**src/pkg/spf_pkg.sv**
```systemverilog
// Purpose: Shared constants for the serial packet client framer.
// Assumes: One 20 MHz clock; byte link partner runs on the same clock.
// Notes: Packet order is marker, checksum, routine, length, payload.
package spf_pkg;
  localparam logic [7:0] FRAME_BEGIN_MARKER = 8'hAC;
  localparam logic [7:0] PARAM_PAYLOAD_COUNT = 8'h05;
  localparam logic [7:0] CALL_FIRST = 8'h01;
  localparam logic [7:0] CALL_LAST = 8'h28;
  localparam logic [7:0] SYSTEM_INFO_CALL = 8'h02;
  localparam logic [7:0] PORT_INFO_CALL = 8'h08;
  localparam logic [7:0] SYSTEM_RESET_CALL = 8'h0E;
  localparam logic [7:0] FACTORY_RESTORE_CALL = 8'h0F;
  localparam logic [7:0] EVENT_FETCH_CALL = 8'h28;
  // Byte positions of an outgoing parameter packet.
  localparam logic [3:0] TX_POS_MARKER = 4'h0;
  localparam logic [3:0] TX_POS_SUM = 4'h1;
  localparam logic [3:0] TX_POS_ROUTINE = 4'h2;
  localparam logic [3:0] TX_POS_COUNT = 4'h3;
  localparam logic [3:0] TX_POS_PBYTE = 4'h4;
  localparam logic [3:0] TX_POS_LAST = 4'h8;
  // Response timeout: one second at the 20 MHz clock.
  localparam int unsigned CLK_HZ = 20000000;
  localparam int unsigned RESP_TIMEOUT_MS = 1000;
  localparam int unsigned RESP_TIMEOUT_CYCLES = RESP_TIMEOUT_MS * (CLK_HZ / 1000);
  localparam int unsigned FIFO_DEPTH_DEFAULT = 8;
  localparam int unsigned FIFO_WIDTH_DEFAULT = 8;
  localparam logic [7:0] RESET_BYTE = 8'h00;
  localparam logic [31:0] RESET_WORD = 32'h0000_0000;
endpackage : spf_pkg

```
**src/design/spf_fifo.sv**
```systemverilog
// Purpose: Small synchronous FIFO for received payload bytes.
// Assumes: Single clock, synchronous active-high reset.
// Notes: Level is exported so the producer can throttle ahead of time.
module spf_fifo #(
  parameter int unsigned WIDTH = spf_pkg::FIFO_WIDTH_DEFAULT,
  parameter int unsigned DEPTH = spf_pkg::FIFO_DEPTH_DEFAULT
) (
  // Clock and reset
  input wire logic clk,
  input wire logic reset,
  // Fill side
  input wire logic in_valid,
  output logic in_ready,
  input wire logic [WIDTH-1:0] in_data,
  // Drain side
  output logic out_valid,
  input wire logic out_ready,
  output logic [WIDTH-1:0] out_data,
  // Status
  output logic [$clog2(DEPTH+1)-1:0] level
);
  import spf_pkg::*;

  localparam int unsigned AW = $clog2(DEPTH);

  // Pointers wrap on their own only when the depth is a power of two.
  if (DEPTH < 4 || (DEPTH & (DEPTH - 1)) != 0 || WIDTH < 1) begin : g_bad_shape
    $error("spf_fifo: DEPTH must be a power of two of at least 4");
  end

  logic [WIDTH-1:0] mem_q [DEPTH];
  logic [AW-1:0] wr_ptr_q;
  logic [AW-1:0] rd_ptr_q;
  logic [AW-1:0] rd_next;
  logic [$clog2(DEPTH+1)-1:0] count_q;
  logic [$clog2(DEPTH+1)-1:0] count_d;
  logic [WIDTH-1:0] head_q;
  logic valid_q;
  logic push;
  logic pop;

  assign in_ready = (count_q != DEPTH[$clog2(DEPTH+1)-1:0]);
  assign out_valid = valid_q;
  assign out_data = head_q;
  assign rd_next = pop ? rd_ptr_q + 1'b1 : rd_ptr_q;
  assign level = count_q;
  assign push = in_valid && in_ready;
  assign pop = out_valid && out_ready;

  always_ff @(posedge clk) begin
    if (push) begin
      mem_q[wr_ptr_q] <= in_data;
    end
  end

  always_ff @(posedge clk) begin
    if (reset) begin
      wr_ptr_q <= '0;
      rd_ptr_q <= '0;
      count_q <= '0;
    end else begin
      if (push) begin
        wr_ptr_q <= wr_ptr_q + 1'b1;
      end
      if (pop) begin
        rd_ptr_q <= rd_ptr_q + 1'b1;
      end
      count_q <= count_d;
    end
  end

  always_comb begin
    count_d = count_q;
    if (push && !pop) begin
      count_d = count_q + 1'b1;
    end else if (pop && !push) begin
      count_d = count_q - 1'b1;
    end
  end

  // The head is a register so the drain side sees flop outputs; a byte written
  // into the slot that becomes the head is forwarded instead of read back.
  always_ff @(posedge clk) begin
    if (reset) begin
      head_q <= '0;
      valid_q <= 1'b0;
    end else begin
      valid_q <= (count_d != '0);
      if (push && (rd_next == wr_ptr_q)) begin
        head_q <= in_data;
      end else begin
        head_q <= mem_q[rd_next];
      end
    end
  end
endmodule : spf_fifo

```
**src/design/spf_timer.sv**
```systemverilog
// Purpose: Response watchdog counting a fixed number of clock cycles.
// Assumes: Single clock, synchronous active-high reset.
// Notes: Expire is a one-cycle pulse; the timer then stops until restarted.
module spf_timer #(
  parameter int unsigned COUNT = spf_pkg::RESP_TIMEOUT_CYCLES
) (
  // Clock and reset
  input wire logic clk,
  input wire logic reset,
  // Control
  input wire logic start,
  input wire logic stop,
  // Result
  output logic expire
);
  import spf_pkg::*;

  if (COUNT < 2) begin : g_bad_count
    $error("spf_timer: COUNT must be at least 2");
  end

  logic [31:0] left_q;
  logic run_q;
  logic expire_q;

  assign expire = expire_q;

  always_ff @(posedge clk) begin
    if (reset) begin
      left_q <= '0;
      run_q <= 1'b0;
      expire_q <= 1'b0;
    end else begin
      expire_q <= 1'b0;
      if (start) begin
        left_q <= COUNT[31:0] - 32'h0000_0001;
        run_q <= 1'b1;
      end else if (stop) begin
        run_q <= 1'b0;
      end else if (run_q) begin
        if (left_q == '0) begin
          run_q <= 1'b0;
          expire_q <= 1'b1;
        end else begin
          left_q <= left_q - 32'h0000_0001;
        end
      end
    end
  end
endmodule : spf_timer

```
**src/design/spf_client.sv**
```systemverilog
// Purpose: Packet client that frames calls to the power manager and parses its replies.
// Assumes: Byte link partner is logic on the same clock with valid/ready handshakes.
// Notes: Reply payload bytes stream through a FIFO; the verdict follows at packet end.
module spf_client #(
  parameter int unsigned TIMEOUT_CYCLES = spf_pkg::RESP_TIMEOUT_CYCLES,
  parameter int unsigned FIFO_DEPTH = spf_pkg::FIFO_DEPTH_DEFAULT
) (
  // Clock and reset
  input wire logic clk,
  input wire logic reset,
  // Call request from the user
  input wire logic req_valid,
  output logic req_ready,
  input wire logic [7:0] req_routine,
  input wire logic [7:0] req_param_byte,
  input wire logic [31:0] req_param_word,
  output logic req_reject,
  // Bytes towards the device
  output logic tx_valid,
  input wire logic tx_ready,
  output logic [7:0] tx_data,
  // Bytes from the device
  input wire logic rx_valid,
  output logic rx_ready,
  input wire logic [7:0] rx_data,
  // Reply payload stream
  output logic resp_data_valid,
  input wire logic resp_data_ready,
  output logic [7:0] resp_data,
  // Reply verdict
  output logic resp_done,
  output logic resp_ok,
  output logic resp_fail,
  output logic resp_timeout,
  output logic [7:0] resp_routine,
  output logic [7:0] resp_count,
  output logic resp_params_valid,
  output logic [7:0] resp_param_byte,
  output logic [31:0] resp_param_word
);
  import spf_pkg::*;

  if (FIFO_DEPTH < 4) begin : g_bad_depth
    $error("spf_client: FIFO_DEPTH must be at least 4");
  end

  typedef enum logic [0:0] {SPF_TX_IDLE, SPF_TX_SEND} spf_tx_e;
  typedef enum logic [2:0] {SPF_RX_HUNT, SPF_RX_SUM, SPF_RX_ROUTINE, SPF_RX_COUNT,
                            SPF_RX_DATA} spf_rx_e;

  function automatic logic [7:0] spf_word_byte(input logic [31:0] w, input logic [1:0] i);
    spf_word_byte = w[8*(3-i) +: 8];
  endfunction : spf_word_byte

  function automatic logic spf_call_valid(input logic [7:0] code);
    spf_call_valid = (code >= CALL_FIRST) && (code <= CALL_LAST);
  endfunction : spf_call_valid

  function automatic logic spf_param_layout(input logic [7:0] code);
    spf_param_layout = (code != SYSTEM_INFO_CALL) && (code != PORT_INFO_CALL) &&
                       (code != EVENT_FETCH_CALL);
  endfunction : spf_param_layout

  spf_tx_e tx_state_q;
  spf_rx_e rx_state_q;
  logic [3:0] tx_pos_q;
  logic [7:0] tx_routine_q;
  logic [7:0] tx_sum_q;
  logic [7:0] tx_pbyte_q;
  logic [31:0] tx_pword_q;
  logic tx_valid_q;
  logic [7:0] tx_data_q;
  logic req_ready_q;
  logic req_reject_q;
  logic pending_q;
  logic [7:0] sent_routine_q;
  logic [7:0] rx_sum_q;
  logic [7:0] rx_routine_q;
  logic [7:0] rx_left_q;
  logic [7:0] rx_count_q;
  logic [7:0] rx_idx_q;
  logic [7:0] rx_pbyte_q;
  logic [31:0] rx_pword_q;
  logic rx_ready_q;
  logic resp_done_q;
  logic resp_ok_q;
  logic resp_fail_q;
  logic resp_params_valid_q;
  logic [7:0] resp_routine_q;
  logic [7:0] resp_count_q;
  logic [7:0] resp_param_byte_q;
  logic [31:0] resp_param_word_q;
  logic req_take;
  logic tx_take;
  logic rx_take;
  logic fifo_push;
  logic timer_expire;
  logic [7:0] req_sum;
  logic [7:0] rx_sum_d;
  logic rx_finish;
  logic [$clog2(FIFO_DEPTH+1)-1:0] fifo_level;

  assign req_take = req_valid && req_ready_q;
  assign tx_take = tx_valid_q && tx_ready;
  assign rx_take = rx_valid && rx_ready_q;
  assign rx_sum_d = rx_sum_q + rx_data;
  assign fifo_push = rx_take && (rx_state_q == SPF_RX_DATA);
  // A packet ends on its last payload byte, or on the length byte when it is zero.
  assign rx_finish = rx_take && (((rx_state_q == SPF_RX_COUNT) && (rx_data == 8'h00)) ||
                                 ((rx_state_q == SPF_RX_DATA) && (rx_left_q == 8'h01)));
  // Checksum for a parameter packet covers routine, length, byte and word.
  assign req_sum = 8'h00 - (req_routine + PARAM_PAYLOAD_COUNT + req_param_byte +
                            req_param_word[31:24] + req_param_word[23:16] +
                            req_param_word[15:8] + req_param_word[7:0]);

  assign req_ready = req_ready_q;
  assign req_reject = req_reject_q;
  assign tx_valid = tx_valid_q;
  assign tx_data = tx_data_q;
  assign rx_ready = rx_ready_q;
  assign resp_done = resp_done_q;
  assign resp_ok = resp_ok_q;
  assign resp_fail = resp_fail_q;
  assign resp_routine = resp_routine_q;
  assign resp_count = resp_count_q;
  assign resp_params_valid = resp_params_valid_q;
  assign resp_param_byte = resp_param_byte_q;
  assign resp_param_word = resp_param_word_q;

  // Request intake; a new call is only taken once the previous one is settled.
  always_ff @(posedge clk) begin
    if (reset) begin
      req_ready_q <= 1'b0;
      req_reject_q <= 1'b0;
      tx_routine_q <= RESET_BYTE;
      tx_sum_q <= RESET_BYTE;
      tx_pbyte_q <= RESET_BYTE;
      tx_pword_q <= RESET_WORD;
    end else begin
      req_reject_q <= 1'b0;
      req_ready_q <= (tx_state_q == SPF_TX_IDLE) && !pending_q && !req_take;
      if (req_take) begin
        req_ready_q <= 1'b0;
        req_reject_q <= !spf_call_valid(req_routine);
        tx_routine_q <= req_routine;
        tx_sum_q <= req_sum;
        tx_pbyte_q <= req_param_byte;
        tx_pword_q <= req_param_word;
      end
    end
  end

  // Transmit sequencer: nine bytes, marker first, word most significant byte first.
  always_ff @(posedge clk) begin
    if (reset) begin
      tx_state_q <= SPF_TX_IDLE;
      tx_pos_q <= TX_POS_MARKER;
      tx_valid_q <= 1'b0;
      tx_data_q <= RESET_BYTE;
    end else begin
      unique case (tx_state_q)
        SPF_TX_IDLE: begin
          if (req_take && spf_call_valid(req_routine)) begin
            tx_state_q <= SPF_TX_SEND;
            tx_pos_q <= TX_POS_MARKER;
            tx_valid_q <= 1'b1;
            tx_data_q <= FRAME_BEGIN_MARKER;
          end
        end
        SPF_TX_SEND: begin
          if (tx_take) begin
            if (tx_pos_q == TX_POS_LAST) begin
              tx_state_q <= SPF_TX_IDLE;
              tx_valid_q <= 1'b0;
            end else begin
              tx_pos_q <= tx_pos_q + 4'h1;
              unique case (tx_pos_q + 4'h1)
                TX_POS_SUM: tx_data_q <= tx_sum_q;
                TX_POS_ROUTINE: tx_data_q <= tx_routine_q;
                TX_POS_COUNT: tx_data_q <= PARAM_PAYLOAD_COUNT;
                TX_POS_PBYTE: tx_data_q <= tx_pbyte_q;
                default: tx_data_q <= spf_word_byte(tx_pword_q,
                                                    2'(tx_pos_q - TX_POS_PBYTE));
              endcase
            end
          end
        end
      endcase
    end
  end

  // Outstanding call tracking; the watchdog abandons a call after one second.
  always_ff @(posedge clk) begin
    if (reset) begin
      pending_q <= 1'b0;
      sent_routine_q <= RESET_BYTE;
    end else begin
      if (req_take && spf_call_valid(req_routine)) begin
        pending_q <= 1'b1;
        sent_routine_q <= req_routine;
      end else if (timer_expire || (rx_finish && pending_q)) begin
        pending_q <= 1'b0;
      end
    end
  end

  // Receive parser.
  always_ff @(posedge clk) begin
    if (reset) begin
      rx_state_q <= SPF_RX_HUNT;
      rx_sum_q <= RESET_BYTE;
      rx_routine_q <= RESET_BYTE;
      rx_left_q <= RESET_BYTE;
      rx_count_q <= RESET_BYTE;
      rx_idx_q <= RESET_BYTE;
      rx_pbyte_q <= RESET_BYTE;
      rx_pword_q <= RESET_WORD;
    end else if (rx_take) begin
      unique case (rx_state_q)
        SPF_RX_HUNT: begin
          if (rx_data == FRAME_BEGIN_MARKER) begin
            rx_state_q <= SPF_RX_SUM;
            rx_sum_q <= RESET_BYTE;
          end
        end
        SPF_RX_SUM: begin
          rx_sum_q <= rx_sum_d;
          rx_state_q <= SPF_RX_ROUTINE;
        end
        SPF_RX_ROUTINE: begin
          rx_sum_q <= rx_sum_d;
          rx_routine_q <= rx_data;
          rx_state_q <= SPF_RX_COUNT;
        end
        SPF_RX_COUNT: begin
          rx_sum_q <= rx_sum_d;
          rx_left_q <= rx_data;
          rx_count_q <= rx_data;
          rx_idx_q <= RESET_BYTE;
          rx_state_q <= (rx_data == 8'h00) ? SPF_RX_HUNT : SPF_RX_DATA;
        end
        SPF_RX_DATA: begin
          rx_sum_q <= rx_sum_d;
          rx_left_q <= rx_left_q - 8'h01;
          rx_idx_q <= rx_idx_q + 8'h01;
          if (rx_idx_q == 8'h00) begin
            rx_pbyte_q <= rx_data;
          end else if (rx_idx_q <= 8'h04) begin
            rx_pword_q <= {rx_pword_q[23:0], rx_data};
          end
          if (rx_left_q == 8'h01) begin
            rx_state_q <= SPF_RX_HUNT;
          end
        end
      endcase
    end
  end

  // Payload bytes are taken only while the FIFO is sure to have room for one more
  // byte in flight; the ready flop lags the level by a cycle.
  always_ff @(posedge clk) begin
    if (reset) begin
      rx_ready_q <= 1'b0;
    end else begin
      rx_ready_q <= (32'(fifo_level) + 32'd2 <= FIFO_DEPTH);
    end
  end

  // Verdict at packet end; replies with nothing outstanding get no verdict, but their payload bytes still enter the FIFO.
  always_ff @(posedge clk) begin
    if (reset) begin
      resp_done_q <= 1'b0;
      resp_ok_q <= 1'b0;
      resp_fail_q <= 1'b0;
      resp_params_valid_q <= 1'b0;
      resp_routine_q <= RESET_BYTE;
      resp_count_q <= RESET_BYTE;
      resp_param_byte_q <= RESET_BYTE;
      resp_param_word_q <= RESET_WORD;
    end else begin
      resp_done_q <= 1'b0;
      resp_ok_q <= 1'b0;
      resp_fail_q <= 1'b0;
      if (rx_finish && pending_q) begin
        resp_done_q <= 1'b1;
        resp_routine_q <= rx_routine_q;
        resp_count_q <= rx_count_q;
        if ((rx_sum_d == 8'h00) && (rx_routine_q == sent_routine_q)) begin
          resp_ok_q <= 1'b1;
          resp_params_valid_q <= spf_param_layout(rx_routine_q) &&
                                 (rx_count_q == PARAM_PAYLOAD_COUNT);
          resp_param_byte_q <= rx_pbyte_q;
          resp_param_word_q <= (rx_state_q == SPF_RX_DATA) ?
                               {rx_pword_q[23:0], rx_data} : rx_pword_q;
        end else begin
          resp_fail_q <= 1'b1;
          resp_params_valid_q <= 1'b0;
        end
      end else if (req_take) begin
        resp_params_valid_q <= 1'b0;
      end
    end
  end

  spf_fifo #(
    .WIDTH(8),
    .DEPTH(FIFO_DEPTH)
  ) u_fifo (
    .clk(clk),
    .reset(reset),
    .in_valid(fifo_push),
    .in_ready(),
    .in_data(rx_data),
    .out_valid(resp_data_valid),
    .out_ready(resp_data_ready),
    .out_data(resp_data),
    .level(fifo_level)
  );

  spf_timer #(
    .COUNT(TIMEOUT_CYCLES)
  ) u_timer (
    .clk(clk),
    .reset(reset),
    .start(req_take && spf_call_valid(req_routine)),
    .stop(rx_finish && pending_q),
    .expire(timer_expire)
  );

  assign resp_timeout = timer_expire;
endmodule : spf_client

```
**config.mk**
```make
export PLATFORM = sky130hd
export DESIGN_NAME = spf_client
export DESIGN_NICKNAME = d
export VERILOG_FILES = /design/src/pkg/spf_pkg.sv /design/src/design/spf_fifo.sv /design/src/design/spf_timer.sv /design/src/design/spf_client.sv
export SDC_FILE = /design/constraint.sdc
export NUM_CORES = 1
export LEC_CHECK = 0
export ABC_AREA = 1
export BUFFER_PORTS_ARGS = -buffer_cell sky130_fd_sc_hd__buf_2
export CAP_MARGIN = 20
export CELL_PAD_IN_SITES_DETAIL_PLACEMENT = 1
export CELL_PAD_IN_SITES_GLOBAL_PLACEMENT = 1
export CORE_ASPECT_RATIO = 1.75
export CORE_MARGIN = 4
export CORE_UTILIZATION = 35
export DETAILED_ROUTE_END_ITERATION = 7
export PLACE_DENSITY = 0.67
export SYNTH_ARGS = -nofsm -noshare
export SYNTH_HDL_FRONTEND = slang
export SYNTH_SLANG_ARGS = --single-unit
```
**constraint.sdc**
```tcl
create_clock -name clk -period 5.6 [get_ports clk]
set_clock_uncertainty 0.2 [all_clocks]
set_input_delay 0.56 -clock clk [delete_from_list [all_inputs] [get_ports clk]]
set_output_delay 0.56 -clock clk [all_outputs]
set_load 0.02 [all_outputs]
```
==> results.md <==
- Status: completed
- Synthesized area: 0.0164 mm2
- Crit path kind: in -> reg
- Hold slack: 84.9 ps
- Std cell rows: approximately 100
- Least-Margin Pin Slew: 1020 ps
- CTS tree: built
- Synth Flop Type: dfxtp_1
- Most frequent cells in the layout: nand2_1, nor2_1, dfxtp_1
- Commonest non-fill, non-tap cell in the layout: nand2_1
- Worst setup EP type: flip-flop
- MaxCap Viol Count: 0
- Largest net degree at the start of global routing: 92
- Die area: around 0.05 mm2
- Vias in the first global route: 15200
- Ys async rst share: 0%
- Filler cells: 5725
- Syn nets: 2241
- Cts hold-fix bufs: 0
- F_max: 295 MHz
- Sw Ratio: 29.5%
- Yosys cell types: 50
- Post-CTS Resized: 0
- R2r setup slk: 2280 ps
- Clock Tree Root: clkbuf_16
- Tmin final: about 3400 ps
- CTS Buf Count: 36
- Port Buffer Count: 143
- Final period utilization: 60.5%
- Initial antenna violation count: 1
- First-pass DRT Iterations: 4
- YS warnings: 0
- Maximum vdd drop: between 0.2 and 0.25 mV
- Via-to-Cell Ratio: between 5 and 6
- Worst setup SP type: input pin
- Postcts setup bufs: 0
- Final antenna-violating net count: 0
- Grt total ovfl: 0
- Die Span Y: 294 um
- Clock tree buffer depth: 3
- Worst slack, placed: around 1600 ps
- Yosys reg bits: around 340
- Nets: 2356
- Clock Power Share: just under 40%
- Post-Synthesis Cells: 2119
- Routed vias: 14400
- Hold Path Class: in -> reg
- Leak: 0.00835 uW
- Finished Layout Cells: 2846
- Hold Fails Final Rpt: 0
- Placed cells: 2779
- Ports: 144
- PD cells: 333 mW/mm2
- Starting DRC count in detailed routing: 614
- WP data arrival: 3590 ps
- First-pass GRT wire length: 81700 um
- DRC errors left: 0
- Post-route setup slack: 2210 ps
- Die width: 172 um
- Logic pwr share: 18.7%
- Register share of total power: 42.1%
- Switching power: 1850 uW
- TritonCTS Sinks: 342
- Core area: 0.0462 mm2
- Sequential-to-total area share from yosys stat: a little under half
- RSZ-0062 raised after global routing: false
- GRT Total Usage: between 20 and 25%
- Starting Density: between 30% and 40%
- Global placement routability congestion: 0.832
- Max Slew Vio Count: 0
- Post-DR wirelength/cell: 18.2 um
- Post-synth EDFFs: 64
- Fraction of final layout cells sized beyond drive strength 1: between 10% and 20%
- Slew headroom: 31.5%
- Finish-stage setup viols: 0
- Area Overhead vs Synth: 15.0%
- Req. time, crit path: between 5000 and 6000 ps
- P_int: 4420 uW
- Synth Area per Inst: just under 8 um2
- Max Fanout on Critical Path: 3
- Post-DP HPWL: approximately 38000 um
- CTS H-tree depth: 2
- Worst skew pair latency: 540 ps
- DRT Wirelength: 51900 um
- Clock Pin Slew Worst Setup and Hold Paths: roughly 60 ps
- TNS Setup: 0 ps
==> flip-flops by register name (all words and copies together) (netlist names), 4 cells and up <==
signal,cells
u_fifo.mem_q,64
resp_param_word,32
rx_pword_q,32
tx_pword_q,32
u_timer.left_q,32
resp_count,8
resp_param_byte,8
resp_routine,8
rx_count_q,8
rx_idx_q,8
rx_left_q,8
rx_pbyte_q,8
rx_routine_q,8
rx_sum_q,8
sent_routine_q,8
tx_data,8
tx_pbyte_q,8
tx_routine_q,8
tx_sum_q,8
u_fifo.out_data,8
tx_pos_q,4
u_fifo.level,4
==> area by class of cell <==
cell class                 instances  area (um2)  area share, %
antenna                            2        5.00         0.0266
multi-input combinational       1405        7440           39.5
clock buffer                      53        1040           5.50
tap                              583         729           3.87
timing repair buffer             167         931           4.94
inverter                         282        1060           5.62
clock inverter                    12         154          0.817
sequential                       342        7490           39.7
==> Yosys cell counts, types with 2 or more instances <==
cell type | number | area (um2)
nand2_2 | 5 | 31.3
nor2_1 | 283 | 1060
nand2_1 | 442 | 1660
or2_1 | 2 | 12.5
xor2_1 | 22 | 193
a21oi_2 | 2 | 17.5
a22oi_1 | 4 | 30.0
xnor2_1 | 20 | 175
o211ai_1 | 6 | 45.0
inv_2 | 11 | 41.3
clkinv_1 | 3 | 11.3
buf_4 | 7 | 52.6
nand3b_1 | 10 | 75.1
a311oi_1 | 2 | 17.5
a211oi_2 | 15 | 188
a22o_1 | 6 | 52.6
a21oi_1 | 112 | 561
nand4_1 | 17 | 106
buf_6 | 2 | 22.5
nor3_1 | 25 | 125
nand3_1 | 79 | 395
buf_2 | 19 | 95.1
edfxtp_1 | 64 | 1920
o21ai_0 | 186 | 931
nor4_1 | 2 | 12.5
ha_1 | 32 | 400
fa_1 | 28 | 561
nand3_2 | 3 | 30.0
nor2_4 | 3 | 33.8
o221ai_1 | 4 | 35.0
a211oi_1 | 29 | 218
clkbuf_1 | 62 | 233
nor3b_1 | 3 | 22.5
a31oi_1 | 9 | 56.3
dfxtp_1 | 278 | 5570
nor2_2 | 3 | 18.8
o22ai_1 | 38 | 238
inv_1 | 268 | 1010
or2_2 | 2 | 12.5
==> worst paths after layout <==
path | from | endpoint | cells past startpoint
max | req_routine[2] | tx_sum_q[6]$_SDFFE_PP0P_ | 14
min | req_param_word[16] | tx_pword_q[16]$_SDFFE_PP0P_ | 3
max reg2reg | rx_left_q[1]$_SDFFE_PP0P_ | resp_param_word[24]$_SDFFE_PP0P_ | 13
min reg2reg | tx_pword_q[15]$_SDFFE_PP0P_ | tx_pword_q[15]$_SDFFE_PP0P_ | 2
==> logic make-up (layout without fill, tap and decap cells) <==
| family | Yosys count | after routing | synth area share (%) |
|---|---|---|---|
| compound gates | 418 | 418 | 14.8 |
| xor+xnor | 43 | 43 | 2.34 |
| fa+ha+maj | 60 | 60 | 5.86 |
| buf+inv | 372 | 514 | 8.92 |
| flops | 342 | 342 | 45.7 |
| other cells | 0 | 2 | 0 |
| simple gates | 884 | 884 | 22.4 |
==> metrics by stage <==
stage | total power (uW) | util [%] | instance area (um2)
floorplan | 3490 | - | 16400
global placement | 3850 | 38.2 | 17600
detailed placement | 3880 | 38.2 | 17700
CTS | 6380 | 40.8 | 18800
global route | 6610 | 40.8 | 18800
finish | 6270 | 40.8 | 18800
==> critical path: stages <==
cell	delay, ps
buf_2	160
fa_1	550
inv_1	50
fa_1	470
inv_1	60
fa_1	530
inv_1	40
ha_1	230
fa_1	390
nand2_1	90
nand2_1	60
a21oi_1	150
xor2_1	160
o21ai_0	80
==> power groups by stage <==
stage	registers, uW	logic [uW]	clock network [uW]
detailed placement	2690	1190	0
global route	2640	1330	2630
global placement	2690	1160	0
floorplan	2710	782	0
finish	2640	1170	2460
CTS	2640	1200	2540
==> routing by layer <==
metal	wire length, um	vias to the layer above	global-route usage [%]
li1	-	7091	-
met2	29200	225	40.9
met3	1580	83	2.51
met1	19300	6988	21.1
met4	1780	0	7.06
met5	0	-	0
Note: power is estimated with default switching activity, not from simulation.
